[config.mk]
export PLATFORM = sky130hd
export DESIGN_NAME = ctfr_top
export DESIGN_NICKNAME = d
export VERILOG_FILES = /design/src/shared/ctfr_pkg.sv /design/src/ctfr_limit_cmp.sv /design/src/ctfr_fault_engine.sv /design/src/ctfr_top.sv
export VERILOG_INCLUDE_DIRS = /design/src /design/src/shared
export SDC_FILE = /design/constraint.sdc
export NUM_CORES = 1
export LEC_CHECK = 0
export ABC_AREA = 0
export CORE_MARGIN = 5
export CORE_UTILIZATION = 60
export CTS_CLUSTER_SIZE = 10
export DETAILED_ROUTE_END_ITERATION = 16
export DONT_BUFFER_PORTS = 1
export PLACE_DENSITY = 0.85
export RECOVER_POWER = 100
export SYNTH_ARGS = -nofsm -noshare
export SYNTH_HDL_FRONTEND = slang
export SYNTH_SLANG_ARGS = --single-unit
[constraint.sdc]
create_clock -name core_clk -period 4 [get_ports core_clk]
set_input_delay 0.4 -clock core_clk [delete_from_list [all_inputs] [get_ports core_clk]]
set_output_delay 0.4 -clock core_clk [all_outputs]
set_load 0.01 [all_outputs]
[src/shared/ctfr_defines.svh]
// Purpose: Command codes, field positions, reset values and timing for the fault response block.
// Assumes: 20 MHz core clock.
// Notes: Times are kept in their own unit; cycle counts derive from them.
`ifndef CTFR_DEFINES_SVH
`define CTFR_DEFINES_SVH

`define CTFR_CMD_OC_WARN      8'h4A
`define CTFR_CMD_UC_LIMIT     8'h4B
`define CTFR_CMD_UC_ACTION    8'h4C
`define CTFR_CMD_OT_LIMIT     8'h4F
`define CTFR_CMD_OT_ACTION    8'h50

`define CTFR_RST_OC_WARN      16'h0000
`define CTFR_RST_UC_LIMIT     16'h0000
`define CTFR_RST_OT_LIMIT     16'h7BFF
`define CTFR_RST_ACTION       8'h00

`define CTFR_RESP_MSB         7
`define CTFR_RESP_LSB         6
`define CTFR_RETRY_MSB        5
`define CTFR_RETRY_LSB        3
`define CTFR_DELAY_MSB        2
`define CTFR_DELAY_LSB        0

`define CTFR_RESP_IGNORE      2'h0
`define CTFR_RESP_CONTINUE    2'h1
`define CTFR_RESP_RETRY       2'h2
`define CTFR_RESP_HOLD        2'h3

`define CTFR_CLK_PERIOD_NS    50
`define CTFR_UC_CONT_UNIT_US  10000
`define CTFR_UC_RETRY_UNIT_US 8200
`define CTFR_OT_UNIT_US       1000
`define CTFR_US_TO_CYC(us)    ((us) * 1000 / `CTFR_CLK_PERIOD_NS)

`endif

[src/shared/ctfr_pkg.sv]
// Purpose: Types and the linear-format helper for the fault response block.
// Assumes: Linear values carry a 5-bit signed exponent over an 11-bit signed mantissa.
// Notes: Every design module keeps its whole state in one packed struct from here.
package ctfr_pkg;

    typedef enum logic [2:0] {ST_RUN, ST_DELAY, ST_RETRY_WAIT, ST_LATCHED, ST_HOLD} ctfr_fsm_t;

    typedef struct packed {
        ctfr_fsm_t   st;
        logic [7:0]  unitsLeft;
        logic [23:0] cyc;
        logic [2:0]  left;
        logic        retrying;
        logic        off;
        logic        evt;
    } ctfr_eng_t;

    typedef struct packed {
        logic cond;
        logic strobe;
    } ctfr_cmp_t;

    typedef struct packed {
        logic [15:0] ocWarn;
        logic [15:0] ucLimit;
        logic [7:0]  ucAction;
        logic [15:0] otLimit;
        logic [7:0]  otAction;
        logic [15:0] rdData;
        logic        rdValid;
        logic        reject;
        logic        ucStat;
        logic        otStat;
        logic        alertN;
        logic        outEn;
    } ctfr_top_t;

    // Scales a linear value by 2^16 so that every legal value becomes an exact signed integer.
    function automatic logic signed [47:0] ctfr_lin_to_fixed(input logic [15:0] v);
        logic signed [47:0] m;
        logic [5:0]         sh;
        m  = {{37{v[10]}}, v[10:0]};
        sh = 6'({v[15], v[15:11]} + 6'd16);
        return m <<< sh;
    endfunction

endpackage

[src/ctfr_limit_cmp.sv]
// Purpose: Compares one linear-format measurement against its limit on each monitor update.
// Assumes: Measurement and limit share the linear format.
// Notes: The result holds between updates; strobe marks a fresh result.
`timescale 1ns/1ps
`default_nettype none
module ctfr_limit_cmp
    import ctfr_pkg::*;
#(
    parameter bit ABOVE = 1'b1
)
(
    input  wire logic        core_clk,
    input  wire logic        rst_n,
    input  wire logic        update,
    input  wire logic [15:0] meas,
    input  wire logic [15:0] limit,
    output logic             cond,
    output logic             strobe
);

    ctfr_cmp_t q;
    ctfr_cmp_t d;

    always_comb
    begin
        d        = q;
        d.strobe = update;
        if (update)
        begin
            if (ABOVE)
                d.cond = ctfr_lin_to_fixed(meas) > ctfr_lin_to_fixed(limit);
            else
                d.cond = ctfr_lin_to_fixed(meas) < ctfr_lin_to_fixed(limit);
        end
    end

    always_ff @(posedge core_clk or negedge rst_n)
    begin
        if (!rst_n)
            q <= '0;
        else
            q <= d;
    end

    assign cond   = q.cond;
    assign strobe = q.strobe;
endmodule // ctfr_limit_cmp
`default_nettype wire

[src/ctfr_fault_engine.sv]
// Purpose: Carries out the programmed response to one fault: ignore, continue, retry or hold off.
// Assumes: sample marks a fresh cond; clearFaults is a one-cycle pulse.
// Notes: EXP_DELAY selects 2^n units instead of n units.
`timescale 1ns/1ps
`default_nettype none
`include "ctfr_defines.svh"
module ctfr_fault_engine
    import ctfr_pkg::*;
#(
    parameter int unsigned CONT_UNIT_CYC  = 1,
    parameter int unsigned RETRY_UNIT_CYC = 1,
    parameter bit          EXP_DELAY      = 1'b0
)
(
    input  wire logic       core_clk,
    input  wire logic       rst_n,
    input  wire logic       sample,
    input  wire logic       cond,
    input  wire logic [7:0] action,
    input  wire logic       clearFaults,
    output logic            outputOff,
    output logic            faultEvent
);

    ctfr_eng_t  q;
    ctfr_eng_t  d;
    logic [1:0] resp;
    logic [2:0] retries;
    logic [7:0] units;
    logic       timerDone;

    assign resp    = action[`CTFR_RESP_MSB:`CTFR_RESP_LSB];
    assign retries = action[`CTFR_RETRY_MSB:`CTFR_RETRY_LSB];
    assign units   = EXP_DELAY ? 8'(9'h001 << action[`CTFR_DELAY_MSB:`CTFR_DELAY_LSB])
                               : {5'h00, action[`CTFR_DELAY_MSB:`CTFR_DELAY_LSB]};
    assign timerDone = (q.unitsLeft == 8'h00) || (q.cyc == 24'h000000 && q.unitsLeft == 8'h01);

    // Output goes off; a retry interval starts unless the attempt budget is spent.
    function automatic ctfr_eng_t shutDown(input ctfr_eng_t s, input logic [2:0] budget);
        ctfr_eng_t r;
        r     = s;
        r.off = 1'b1;
        if (budget == 3'h0)
            r.st = ST_LATCHED;
        else
        begin
            r.st        = ST_RETRY_WAIT;
            r.left      = budget - 3'h1;
            r.retrying  = 1'b1;
            r.unitsLeft = units;
            r.cyc       = 24'(RETRY_UNIT_CYC - 1);
        end
        return r;
    endfunction

    always_comb
    begin
        d     = q;
        d.evt = 1'b0;
        if ((q.st == ST_DELAY || q.st == ST_RETRY_WAIT) && !timerDone)
        begin
            if (q.cyc == 24'h000000)
            begin
                d.unitsLeft = q.unitsLeft - 8'h01;
                d.cyc       = (q.st == ST_DELAY) ? 24'(CONT_UNIT_CYC - 1) : 24'(RETRY_UNIT_CYC - 1);
            end
            else
                d.cyc = q.cyc - 24'h000001;
        end
        case (q.st)
            ST_RUN:
            begin
                d.off = 1'b0;
                if (sample && !cond)
                    d.retrying = 1'b0;
                if (sample && cond)
                begin
                    d.evt = 1'b1;
                    case (resp)
                        `CTFR_RESP_IGNORE: d.st = ST_RUN;
                        `CTFR_RESP_CONTINUE:
                        begin
                            d.st        = ST_DELAY;
                            d.unitsLeft = units;
                            d.cyc       = 24'(CONT_UNIT_CYC - 1);
                        end
                        `CTFR_RESP_RETRY: d = shutDown(d, q.retrying ? q.left : retries);
                        default:
                        begin
                            d.st  = ST_HOLD;
                            d.off = 1'b1;
                        end
                    endcase
                end
            end
            ST_DELAY:
            begin
                if (timerDone)
                begin
                    if (cond)
                        d = shutDown(d, q.retrying ? q.left : retries);
                    else
                        d.st = ST_RUN;
                end
            end
            ST_RETRY_WAIT:
            begin
                if (timerDone)
                begin
                    d.st  = ST_RUN;
                    d.off = 1'b0;
                end
            end
            ST_LATCHED:
            begin
                if (clearFaults)
                begin
                    d.st       = ST_RUN;
                    d.off      = 1'b0;
                    d.retrying = 1'b0;
                end
            end
            default:
            begin
                if (sample && !cond)
                begin
                    d.st  = ST_RUN;
                    d.off = 1'b0;
                end
            end
        endcase
    end

    always_ff @(posedge core_clk or negedge rst_n)
    begin
        if (!rst_n)
            q <= '{st: ST_RUN, default: '0};
        else
            q <= d;
    end

    assign outputOff  = q.off;
    assign faultEvent = q.evt;
endmodule // ctfr_fault_engine
`default_nettype wire

[src/ctfr_top.sv]
// Purpose: Current and temperature limit registers with programmable undercurrent and
//          overtemperature fault responses.
// Assumes: Commands arrive already decoded from the management bus as code plus data strobes;
//          measurements arrive in linear format with a monitor update pulse.
// Notes: Status bits are sticky until clearFaults; a fault in the same cycle wins.
`timescale 1ns/1ps
`default_nettype none
`include "ctfr_defines.svh"
module ctfr_top
    import ctfr_pkg::*;
#(
    parameter int unsigned UC_CONT_UNIT_CYC  = `CTFR_US_TO_CYC(`CTFR_UC_CONT_UNIT_US),
    parameter int unsigned UC_RETRY_UNIT_CYC = `CTFR_US_TO_CYC(`CTFR_UC_RETRY_UNIT_US),
    parameter int unsigned OT_UNIT_CYC       = `CTFR_US_TO_CYC(`CTFR_OT_UNIT_US)
)
(
    input  wire logic        core_clk,
    input  wire logic        rst_n,
    input  wire logic        cmdWrite,
    input  wire logic        cmdRead,
    input  wire logic [7:0]  cmdCode,
    input  wire logic [15:0] cmdData,
    output logic      [15:0] rdData,
    output logic             rdValid,
    output logic             cmdReject,
    input  wire logic [15:0] measCurrent,
    input  wire logic [15:0] measTemp,
    input  wire logic        monitorUpdate,
    input  wire logic        clearFaults,
    output logic             outputEnable,
    output logic             hostAttentionLine_n,
    output logic             ucFaultStatus,
    output logic             otFaultStatus
);

    localparam ctfr_top_t TOP_RST = '{
        ocWarn:   `CTFR_RST_OC_WARN,
        ucLimit:  `CTFR_RST_UC_LIMIT,
        ucAction: `CTFR_RST_ACTION,
        otLimit:  `CTFR_RST_OT_LIMIT,
        otAction: `CTFR_RST_ACTION,
        rdData:   16'h0000,
        rdValid:  1'b0,
        reject:   1'b0,
        ucStat:   1'b0,
        otStat:   1'b0,
        alertN:   1'b1,
        outEn:    1'b1
    };

    ctfr_top_t q;
    ctfr_top_t d;
    logic      ucCond;
    logic      ucSample;
    logic      otCond;
    logic      otSample;
    logic      ucOff;
    logic      ucEvt;
    logic      otOff;
    logic      otEvt;

    // Undercurrent trips when the current falls below its limit.
    ctfr_limit_cmp #(
        .ABOVE (1'b0)
    ) u_ucCmp (
        .core_clk (core_clk),
        .rst_n    (rst_n),
        .update   (monitorUpdate),
        .meas     (measCurrent),
        .limit    (q.ucLimit),
        .cond     (ucCond),
        .strobe   (ucSample)
    );

    // Overtemperature trips when the temperature rises above its limit.
    ctfr_limit_cmp #(
        .ABOVE (1'b1)
    ) u_otCmp (
        .core_clk (core_clk),
        .rst_n    (rst_n),
        .update   (monitorUpdate),
        .meas     (measTemp),
        .limit    (q.otLimit),
        .cond     (otCond),
        .strobe   (otSample)
    );

    ctfr_fault_engine #(
        .CONT_UNIT_CYC  (UC_CONT_UNIT_CYC),
        .RETRY_UNIT_CYC (UC_RETRY_UNIT_CYC),
        .EXP_DELAY      (1'b0)
    ) u_ucEngine (
        .core_clk    (core_clk),
        .rst_n       (rst_n),
        .sample      (ucSample),
        .cond        (ucCond),
        .action      (q.ucAction),
        .clearFaults (clearFaults),
        .outputOff   (ucOff),
        .faultEvent  (ucEvt)
    );

    ctfr_fault_engine #(
        .CONT_UNIT_CYC  (OT_UNIT_CYC),
        .RETRY_UNIT_CYC (OT_UNIT_CYC),
        .EXP_DELAY      (1'b1)
    ) u_otEngine (
        .core_clk    (core_clk),
        .rst_n       (rst_n),
        .sample      (otSample),
        .cond        (otCond),
        .action      (q.otAction),
        .clearFaults (clearFaults),
        .outputOff   (otOff),
        .faultEvent  (otEvt)
    );

    always_comb
    begin
        d         = q;
        d.rdValid = 1'b0;
        d.reject  = 1'b0;

        // Writes to codes outside this block are refused with a one-cycle reject pulse.
        if (cmdWrite)
        begin
            if (cmdCode == `CTFR_CMD_OC_WARN)
                d.ocWarn = cmdData;
            else if (cmdCode == `CTFR_CMD_UC_LIMIT)
                d.ucLimit = cmdData;
            else if (cmdCode == `CTFR_CMD_UC_ACTION)
                d.ucAction = cmdData[7:0];
            else if (cmdCode == `CTFR_CMD_OT_LIMIT)
                d.otLimit = cmdData;
            else if (cmdCode == `CTFR_CMD_OT_ACTION)
                d.otAction = cmdData[7:0];
            else
                d.reject = 1'b1;
        end

        if (cmdRead)
        begin
            d.rdValid = 1'b1;
            if (cmdCode == `CTFR_CMD_OC_WARN)
                d.rdData = q.ocWarn;
            else if (cmdCode == `CTFR_CMD_UC_LIMIT)
                d.rdData = q.ucLimit;
            else if (cmdCode == `CTFR_CMD_UC_ACTION)
                d.rdData = {8'h00, q.ucAction};
            else if (cmdCode == `CTFR_CMD_OT_LIMIT)
                d.rdData = q.otLimit;
            else if (cmdCode == `CTFR_CMD_OT_ACTION)
                d.rdData = {8'h00, q.otAction};
            else
            begin
                d.rdData = 16'h0000;
                d.reject = 1'b1;
            end
        end

        // A fault arriving with the clear keeps its status bit.
        if (clearFaults)
        begin
            d.ucStat = 1'b0;
            d.otStat = 1'b0;
        end
        if (ucEvt)
            d.ucStat = 1'b1;
        if (otEvt)
            d.otStat = 1'b1;

        d.alertN = !(d.ucStat || d.otStat);
        d.outEn  = !(ucOff || otOff);
    end

    always_ff @(posedge core_clk or negedge rst_n)
    begin
        if (!rst_n)
            q <= TOP_RST;
        else
            q <= d;
    end

    assign rdData              = q.rdData;
    assign rdValid             = q.rdValid;
    assign cmdReject           = q.reject;
    assign outputEnable        = q.outEn;
    assign hostAttentionLine_n = q.alertN;
    assign ucFaultStatus       = q.ucStat;
    assign otFaultStatus       = q.otStat;
endmodule // ctfr_top
`default_nettype wire

# After elaboration in Yosys (flattened, before gate mapping)
# Index checks and enable logic that the tools add are counted.
# W data, S select, Z words.
[word_totals] regBits=171 inputBits=62 elab_cells=207
[classes] addsub=10 n_lt_le_gt_ge=2 n_eq_ne=33 shift=5 mux=73 n_bitwise=4 reduce_logical=51
[ops] cell="$sshl A11 B6 Y48" n=4
[ops] cell="$mux W41" n=4
[ops] cell="$mux W36" n=4
[ops] cell="$pmux W35 S2" n=2
[ops] cell="$pmux W32 S2" n=2
[ops] cell="$mux W38" n=2
[ops] cell="$mux W16" n=4
[ops] cell="$mux W32" n=2
[ops] cell="$gt A48 B48 Y1" n=1
[ops] cell="$logic_not A24 Y1" n=2
[ops] cell="$lt A48 B48 Y1" n=1
[ops] cell="$mux W24" n=2
[ops] cell="$sub A24 B1 Y24 const B" n=2
[ops] cell="$eq A8 B7 Y1 const B" n=5
[ops] cell="$reduce_and A5 Y1" n=7
[ops] cell="$add A6 B5 Y6 const B" n=4
[ops] cell="$mux W8" n=3
[ops] cell="$pmux W3 S4" n=2
[ops] cell="$mux W1" n=23
[ops] cell="$mux W3" n=7
[ops] cell="$ne A2 B2 Y1 const B" n=10
[ops] cell="$pmux W3 S3" n=2
[ops] cell="$mux W17" n=1
[ops] cell="$eq A8 B1 Y1 const B" n=2
[ops] cell="other kinds (29)" n=80

# Longest topological paths before layout
# Gate-level depths: netlist of run 1.
[logic_depth] depth_word=13 ltp_mapped=15

# Hierarchy
# From an unflattened synthesis of run 1, not the netlist that was laid out.
[hier_totals] hier_cells=1759 area_unflattened_um2=15483.6
[by_module_without_submodules] module="ctfr_top" n_inst=1 cells_per_inst=303 area_each_um2=4058.9 seq_area_each_um2=2172.1
[by_module_without_submodules] module="ctfr_limit_cmp at u_otCmp" n_inst=1 cells_per_inst=405 area_each_um2=2891.5 seq_area_each_um2=50.0
[by_module_without_submodules] module="ctfr_limit_cmp at u_ucCmp" n_inst=1 cells_per_inst=383 area_each_um2=2884.0 seq_area_each_um2=50.0
[by_module_without_submodules] module="ctfr_fault_engine at u_otEngine" n_inst=1 cells_per_inst=340 area_each_um2=2831.5 seq_area_each_um2=1026.0
[by_module_without_submodules] module="ctfr_fault_engine at u_ucEngine" n_inst=1 cells_per_inst=328 area_each_um2=2817.7 seq_area_each_um2=1026.0

# Worst setup path before layout of run 1
# Ideal clock, no wire load.
[synth_timing] path_kind="register to register" from="register q[41] in the netlist's numbering" to="register u_otCmp.q (netlist bit u_otCmp.cond)" arrival_ns=3.526 required_ns=3.867 slack_ns=0.342 stages_incl_launch_ff=16 period_less_slack_ns=3.658 path_cell_list="dfstp_2 clkbuf_1 clkbuf_1 mux2_2 nor2_1 a21oi_1 mux2i_1 a21oi_1 a21oi_1 ha_1 nand4_1 or2_2 or3_1 or3_1 o31ai_1 a32oi_1"
[synth_between] elab_chain_len=3
[synth_rtl] item="start: declaration" line_no="ctfr_top.sv:51" source="ctfr_top_t q;"
[synth_rtl] item="start signal: assignment" line_no="ctfr_top.sv:179" source="q <= TOP_RST;"
[synth_rtl] item="start signal: assignment" line_no="ctfr_top.sv:181" source="q <= d;"
[synth_rtl] item="$add A6 B5 Y6" line_no="ctfr_pkg.sv:43" source="sh = 6'({v[15], v[15:11]} + 6'd16);"
[synth_rtl] item="$sshl A11 B6 Y48" line_no="ctfr_pkg.sv:44" source="return m <<< sh;"
[synth_rtl] item="$gt A48 B48 Y1" line_no="ctfr_limit_cmp.sv:31" source="d.cond = ctfr_lin_to_fixed(meas) > ctfr_lin_to_fixed(limit);"
[synth_rtl] item="end signal: assignment" line_no="ctfr_limit_cmp.sv:40" source="q <= '0;"
[synth_rtl] item="end signal: assignment" line_no="ctfr_limit_cmp.sv:42" source="q <= d;"
[synth_rtl] item="end: declaration" line_no="ctfr_limit_cmp.sv:21" source="ctfr_cmp_t q;"
# No other way between the ends.
# A chain may end at the register's enable or synchronous reset.

==> results of run 1 <==
[layout make-up]
cell class / count / area (µm²)
Multi-Input combinational cell: 1431 / 9881
Fill cell: 2036 / 8949
Sequential cell: 171 / 4300
Clock buffer: 18 / 429.2
Tap cell: 324 / 405.4
Timing Repair Buffer: 26 / 177.7
Inverter: 47 / 176.4
Clock inverter: 14 / 138.9
Antenna cell: 2 / 5.005
[layout by cell type, fill, tap and decap left out, drive strengths merged, types with 12 or more instances in the layout]
| cell | netlist | layout |
|---|---|---|
| or4 | 13 | 13 |
| o31ai | 14 | 14 |
| a31oi | 22 | 22 |
| o21ai | 139 | 139 |
| xnor2 | 16 | 16 |
| xor2 | 15 | 15 |
| nand4 | 23 | 23 |
| mux4 | 13 | 13 |
| a22oi | 13 | 13 |
| nor2b | 20 | 20 |
| a211oi | 20 | 20 |
| nor2 | 173 | 173 |
| buf | 35 | 18 |
| o21a | 15 | 15 |
| ha | 106 | 106 |
| nand3 | 47 | 47 |
| o2bb2ai | 12 | 12 |
| nand2b | 16 | 16 |
| nor4 | 19 | 19 |
| clkbuf | 95 | 24 |
| mux2 | 84 | 84 |
| a21o | 15 | 15 |
| dfrtp | 155 | 155 |
| a21oi | 125 | 125 |
| or3 | 22 | 22 |
| mux2i | 86 | 86 |
| nand2 | 176 | 176 |
| o211ai | 12 | 12 |
| inv | 47 | 52 |
| nor3 | 42 | 42 |
| dfstp | 16 | 16 |
[power by group]
part	total [mW]	switching, mW	internal (mW)	leakage (nW)
registers	2.36	0.365	2.00	2.25
logic	3.38	2.10	1.28	4.09
clock network	1.63	0.762	0.872	0.263
total	7.37	3.22	4.15	6.61
[layer usage]
| layer | wire, µm | vias to the layer above | global-route usage [%] |
|---|---|---|---|
| li1 | - | 6430 | - |
| met1 | 18020 | 6649 | 41.04 |
| met2 | 20200 | 708 | 47.68 |
| met3 | 3801 | 86 | 6.213 |
| met4 | 998 | 0 | 7.092 |
| met5 | 0 | - | 0 |
[stage by stage]
stage / util, % / hold slack, ns / instance area (µm²) / setup WS (ns) / cells
final: 63.42 / -0.3256 / 15510 / 0.2076 / 2033
after global routing: 63.40 / -0.3464 / 15510 / 0.006200 / 2031
after CTS: 63.73 / -0.3401 / 15590 / 0.3016 / 2031
after detailed placement: 61.32 / 0.1205 / 15000 / 0.3163 / 1997
after global placement: 61.32 / 0.1193 / 15000 / 0.4092 / 1997
after floorplan: - / 0.1044 / 14980 / 0.3418 / 1779
[registers in the layout, indices dropped and copies added (netlist names)]
register and count:
q 64, u_ucEngine.outputOff 1, hostAttentionLine_n 1, rdData 16
ucFaultStatus 1, outputEnable 1, u_otEngine.outputOff 1, otFaultStatus 1
cmdReject 1, u_ucEngine.faultEvent 1, u_otEngine.q 39, rdValid 1
u_otEngine.faultEvent 1, u_otCmp.cond 1, u_ucCmp.cond 1, u_otCmp.strobe 1
u_ucEngine.q 39
[cell families after synthesis]
| family | after synthesis | share of synthesized area [%] |
|---|---|---|
| compound gates | 500 | 21.61 |
| xor+xnor | 31 | 1.813 |
| fa+ha+maj | 106 | 8.854 |
| buf+inv | 177 | 4.978 |
| flops | 171 | 28.70 |
| mux | 183 | 14.02 |
| simple gates | 611 | 20.03 |
[repair_timing]
| action | CTS | global route |
|---|---|---|
| endpoints found under the setup margin | 0 | 1 |
| hold endpoints to repair | 173 | 171 |
| resized for setup | 0 | 1 |
[path summary, 6_finish.rpt]
check	slack [ns]	start	depth (start not counted)	endpoint
setup / recovery	0.21	u_otEngine.q[14]$_DFF_PN0_	7	u_otEngine.q[16]$_DFF_PN0_
hold / removal	-0.33	rst_n	0	q[40]$_DFFE_PN0P_
setup reg to reg	0.21	u_otEngine.q[14]$_DFF_PN0_	7	u_otEngine.q[16]$_DFF_PN0_
hold reg to reg	0.41	u_otEngine.outputOff$_DFFE_PN0P_	1	outputEnable$_DFF_PN1_
max in group asynchronous	3.99	rst_n	0	q[35]$_DFFE_PN1P_
min in group core_clk	0.04	cmdRead	1	rdData[12]$_DFFE_PN0P_
==> metrics.csv, run 1 <==
stage,metric,value,unit
outcome,status,"finished, violations left",
outcome,violated checks,negative hold slack,
critical_path,CP max FO,8,
critical_path,required time of the critical path,4.31,ns
timing,final hold vios,171,
clock_network,Root Buffer Master,clkbuf_16,
grt,first-pass GRT wire length,69000,µm
pwr,pwr/cell area,475.2,mW/mm²
clock_network,cts hold-fix bufs,2,
yosys,Synth area leaders,"dfrtp_1 (26%), ha_1 (8.9%), mux2_2 (6.3%)",
job,Max-Cap Viols,0,
yosys,synth unique cells,88,
yosys,number of synthesized flops with an enable pin,0,
critical_path,Setup CP Type,flip-flop to flip-flop,
timing,final hold slack,-0.3256,ns
clock_network,Clock Tree Buf Depth,2,
timing,Tightest Pin Transition,1.295,ns
clock_network,"Clk Latency, worst-skew pair",0.44,ns
route,Post-route DRC,0,
critical_path,Critical Path AT,4.10,ns
clock_network,clock slew at reported path FFs,0.07,ns
grt,Global Route Usage Sum,29.58,%
yosys,ys async rst share,100.0,%
timing,Worst Skew,0.01233,ns
critical_path,crit path cell chain,or4_1 -> nand4b_1 -> o41ai_1 -> buf_4 -> a211oi_1 -> a2111oi_0 -> nor3_1,
yosys,Yosys warning count,0,
die,Placeable Area,0.02446,mm²
timing,fmax,0.2637,GHz
yosys,Synth area leader,dfrtp_1,
yosys,cells after synthesis,1779,
pwr,VDD IR max,0.5046,mV
yosys,Synth top area share,25.89,%
clock_network,CTS Buf Count,17,
route,via count,13870,
layout,Nets,1862,
grt,largest net degree at the start of global routing,172,
grt,initial antenna violation count,0,
layout,share of layout cells above drive strength 1,11.19,%
route,via/cell ratio,6.824,
die,die area,0.02823,mm²
grt,vias in the first global route,12710,
timing,Final TNS setup,0,ns
timing,RSZ-0062 raised after global routing,no,
die,Starting Density,61.23,%
yosys,"FF+latch count, synth",171,
yosys,"top cells by count, synth","nand2_1 (176), nor2_1 (173), dfrtp_1 (155), o21ai_0 (137), a21oi_1 (124)",
critical_path,CP max-delay cell,o41ai_1,
clock_network,setup bufs post-CTS,0,
critical_path,crit-path max cell delay,1.05,ns
place,DP HPWL,32140,µm
place,IO Port Bufs,0,
hold_path,Hold Path Class,input pin to asynchronous set/reset pin,
critical_path,CP Launch Type,flip-flop,
pwr,Overall Power,7.372,mW
yosys,Post-synth top flop,dfrtp_1,
grt,GRT overflow,0,
yosys,synthesized area,0.01498,mm²
die,number of I/O pins,84,
layout,Area Overhead vs Synth,3.566,%
timing,Pins Over Slew Limit,0,
route,initial drt markers,1603,
die,std cell rows,57,
critical_path,WP buf/inv,1,
die,Die Ht,168.0,µm
die,Chip Width,168.0,µm
timing,endpoints failing setup,0,
yosys,Avg Inst Size Synth,8.420,µm²
timing,Slew headroom,13.69,%
route,TritonRoute pass-1 iters,6,
yosys,Syn Nets,1947,
route,Final ANT Viol Nets,0,
critical_path,Crit path max-delay family,compound AO/OA/AOI/OAI gates,
pwr,leakage,6.611,nW
route,Routed WL,43020,µm
clock_network,total number of H-tree levels,4,
yosys,most common cell in the netlist,nand2_1,
yosys,post-synthesis sequential area ratio,28.70,%
timing,fin crit share,94.81,%
clock_network,CTS Sinks,171,
timing,fin crit period,3.792,ns
clock_network,CTS tree,done,
route,Routed WL per cell,21.16,µm
place,routability cong.,0.9588,
critical_path,crit path capture type,flip-flop,
(Power assumes the default switching activity.)
==> run 2: changes to the inputs <==
--- a/config.mk
+++ b/config.mk
@@ -14,6 +14,7 @@
 export DONT_BUFFER_PORTS = 1
 export PLACE_DENSITY = 0.85
 export RECOVER_POWER = 100
+export REMOVE_ABC_BUFFERS = 1
 export SYNTH_ARGS = -nofsm -noshare
 export SYNTH_HDL_FRONTEND = slang
 export SYNTH_SLANG_ARGS = --single-unit
==> metrics.csv, run 2 (same netlist as run 1, synthesis figures left out) <==
stage,metric,value,unit,change
place,routability cong.,1.003,,+4.6%
critical_path,Setup CP Type,flip-flop to flip-flop,,
clock_network,CTS tree,done,,
pwr,VDD IR max,0.5088,mV,+0.83%
layout,filler cell count,2011,,-1.2%
timing,RSZ-0062 raised after global routing,no,,
grt,GRT overflow,0,,unchanged
grt,initial antenna violation count,1,,+1
pwr,clock network power share,23.6,%,+1.4 points
critical_path,CP max FO,17,,+9
place,"worst slack, placed",0.3040,ns,-0.01227 ns
timing,Worst Skew,0.01454,ns,+0.002210 ns
timing,fin crit share,91.48,%,-3.3 points
place,DP HPWL,30450,µm,-5.2%
place,Placed Cells,1992,,-0.25%
job,Max-Cap Viols,1,,+1
die,number of I/O pins,84,,unchanged
grt,largest net degree at the start of global routing,172,,unchanged
pwr,P_int,4.214,mW,+1.6%
route,Final ANT Viol Nets,0,,unchanged
route,Routed WL,41450,µm,-3.7%
timing,post-route setup slack,0.3408,ns,+0.1331 ns
place,IO Port Bufs,0,,unchanged
clock_network,CTS Buf Count,17,,unchanged
layout,Area Overhead vs Synth,3.642,%,about the same
timing,final hold slack,-0.3575,ns,-0.03189 ns
clock_network,cts hold-fix bufs,2,,unchanged
timing,Final TNS setup,0,ns,unchanged
timing,Pins Over Slew Limit,11,,+11
layout,Ant. Diodes,0,,-2
timing,fin crit period,3.659,ns,-0.1331 ns
route,initial drt markers,1594,,-0.56%
pwr,logic gate share of total power,44.8,%,-1.0 points
outcome,status,"finished, violations left",,
die,Die Ht,168.0,µm,unchanged
critical_path,Critical Path AT,3.97,ns,-0.13 ns
clock_network,Clock Tree Buf Depth,2,,unchanged
pwr,P_sw,3.288,mW,+2.0%
die,Chip Width,168.0,µm,unchanged
grt,Global Route Usage Sum,28.57,%,-1.0 points
layout,share of layout cells above drive strength 1,10.81,%,-0.38 points
route,via/cell ratio,6.834,,+0.14%
grt,vias in the first global route,12900,,+1.5%
layout,biggest regs,"q x64, u_otEngine.q x39, u_ucEngine.q x39",,
pwr,register share of total power,31.5,%,-0.5 points
pwr,Overall Power,7.501,mW,+1.8%
timing,endpoints failing setup,0,,unchanged
layout,Nets,1857,,-0.27%
layout,Top reg by flops,q,,
layout,fin cells,2026,,-0.34%
pwr,sw frac,43.83,%,+0.091 points
critical_path,required time of the critical path,4.31,ns,about the same
critical_path,crit path capture type,flip-flop,,
pwr,pwr/cell area,483.2,mW/mm²,+1.7%
die,die area,0.02823,mm²,unchanged
hold_path,Hold Path Class,input pin to asynchronous set/reset pin,,
route,TritonRoute pass-1 iters,7,,+1
pwr,leakage,6.632,nW,+0.31%
timing,final hold vios,171,,unchanged
layout,"most common cell after layout, fill and taps aside",nand2_1,,
timing,Slew headroom,-2.047,%,-16 points
die,Starting Density,61.23,%,unchanged
timing,fmax,0.2733,GHz,+3.6%
outcome,violated checks,"negative hold slack, max-capacitance violations, max-slew violations",,
route,via count,13850,,-0.20%
layout,most frequent cells in the layout,"nand2_1 (176), nor2_1 (173), dfrtp_1 (154)",,
route,Post-route DRC,0,,unchanged
clock_network,CTS Sinks,171,,unchanged
grt,first-pass GRT wire length,67290,µm,-2.5%
layout,Largest register FFs,64,,unchanged
clock_network,Root Buffer Master,clkbuf_16,,
clock_network,total number of H-tree levels,4,,unchanged
route,Routed WL per cell,20.46,µm,-3.3%
clock_network,clock slew at reported path FFs,0.08,ns,about the same
timing,Tightest Pin Transition,1.517,ns,+0.2220 ns
die,std cell rows,57,,unchanged
die,Placeable Area,0.02446,mm²,unchanged
critical_path,CP Launch Type,flip-flop,,
clock_network,"Clk Latency, worst-skew pair",0.45,ns,about the same
[run 2: stage by stage]
stage                     utilization, %  area, µm²
after floorplan                        -      14410
final                              63.46      15520
after CTS                          63.81      15610
after detailed placement           61.17      14960
after global routing               63.46      15520
after global placement             61.17      14960
[run 2: layout make-up]
class / instances / area, µm² / share of cell area (%)
Multi-Input combinational cell: 1431 / 9883 / 63.66
Sequential cell: 171 / 4300 / 27.70
Clock buffer: 17 / 425.4 / 2.740
Tap cell: 324 / 405.4 / 2.611
Clock inverter: 15 / 201.4 / 1.298
Inverter: 47 / 176.4 / 1.136
Timing Repair Buffer: 21 / 132.6 / 0.8543
[run 2: power groups by stage]
stage | clock network [mW] | registers, mW | logic (mW)
6_report | 1.77 | 2.37 | 3.36
5_1_grt | 1.87 | 2.40 | 3.74
4_1_cts | 1.78 | 2.36 | 3.42
3_5_place_dp | 0 | 2.38 | 3.38
3_3_place_gp | 0 | 2.36 | 3.29
2_1_floorplan | 0 | 2.29 | 2.61
[run 2: per-layer routing]
layer | share of wire (%) | track usage [%]
met3 | 10 | 7.339
met5 | 0.031 | 0
met2 | 45 | 44.41
met4 | 1.8 | 7.022
met1 | 43 | 40.16
[run 2: critical path, cell delays in order (launching register included)]
cell and delay (ns):
dfstp_2 0.75, mux4_2 0.56, and2_1 0.19, a211oi_1 0.21, a21oi_1 0.08, a21oi_1 0.18
ha_1 0.14, nand4_1 0.09, or2_2 0.29, or3_1 0.39, or3_1 0.33, o31ai_1 0.22
a32oi_1 0.09
[run 2: timing repair]
item | CTS | global route
endpoints found under the setup margin | 0 | 1
gates resized for setup | 0 | 1
setup buffers | 0 | 0
endpoints found under the hold margin | 173 | 171
[run 2: path summary, 6_finish.rpt]
kind | slack, ns | to | cells past startpoint | from
setup / recovery | 0.34 | u_otCmp.cond$_DFFE_PN0P_ | 12 | q[41]$_DFFE_PN1P_
hold / removal | -0.36 | u_ucEngine.q[18]$_DFF_PN0_ | 0 | rst_n
setup reg to reg | 0.34 | u_otCmp.cond$_DFFE_PN0P_ | 12 | q[41]$_DFFE_PN1P_
hold reg to reg | 0.46 | otFaultStatus$_DFF_PN0_ | 1 | u_otEngine.faultEvent$_DFF_PN0_
max in group asynchronous | 4.05 | q[37]$_DFFE_PN1P_ | 0 | rst_n
min in group core_clk | 0.03 | rdData[15]$_DFFE_PN0P_ | 1 | cmdRead
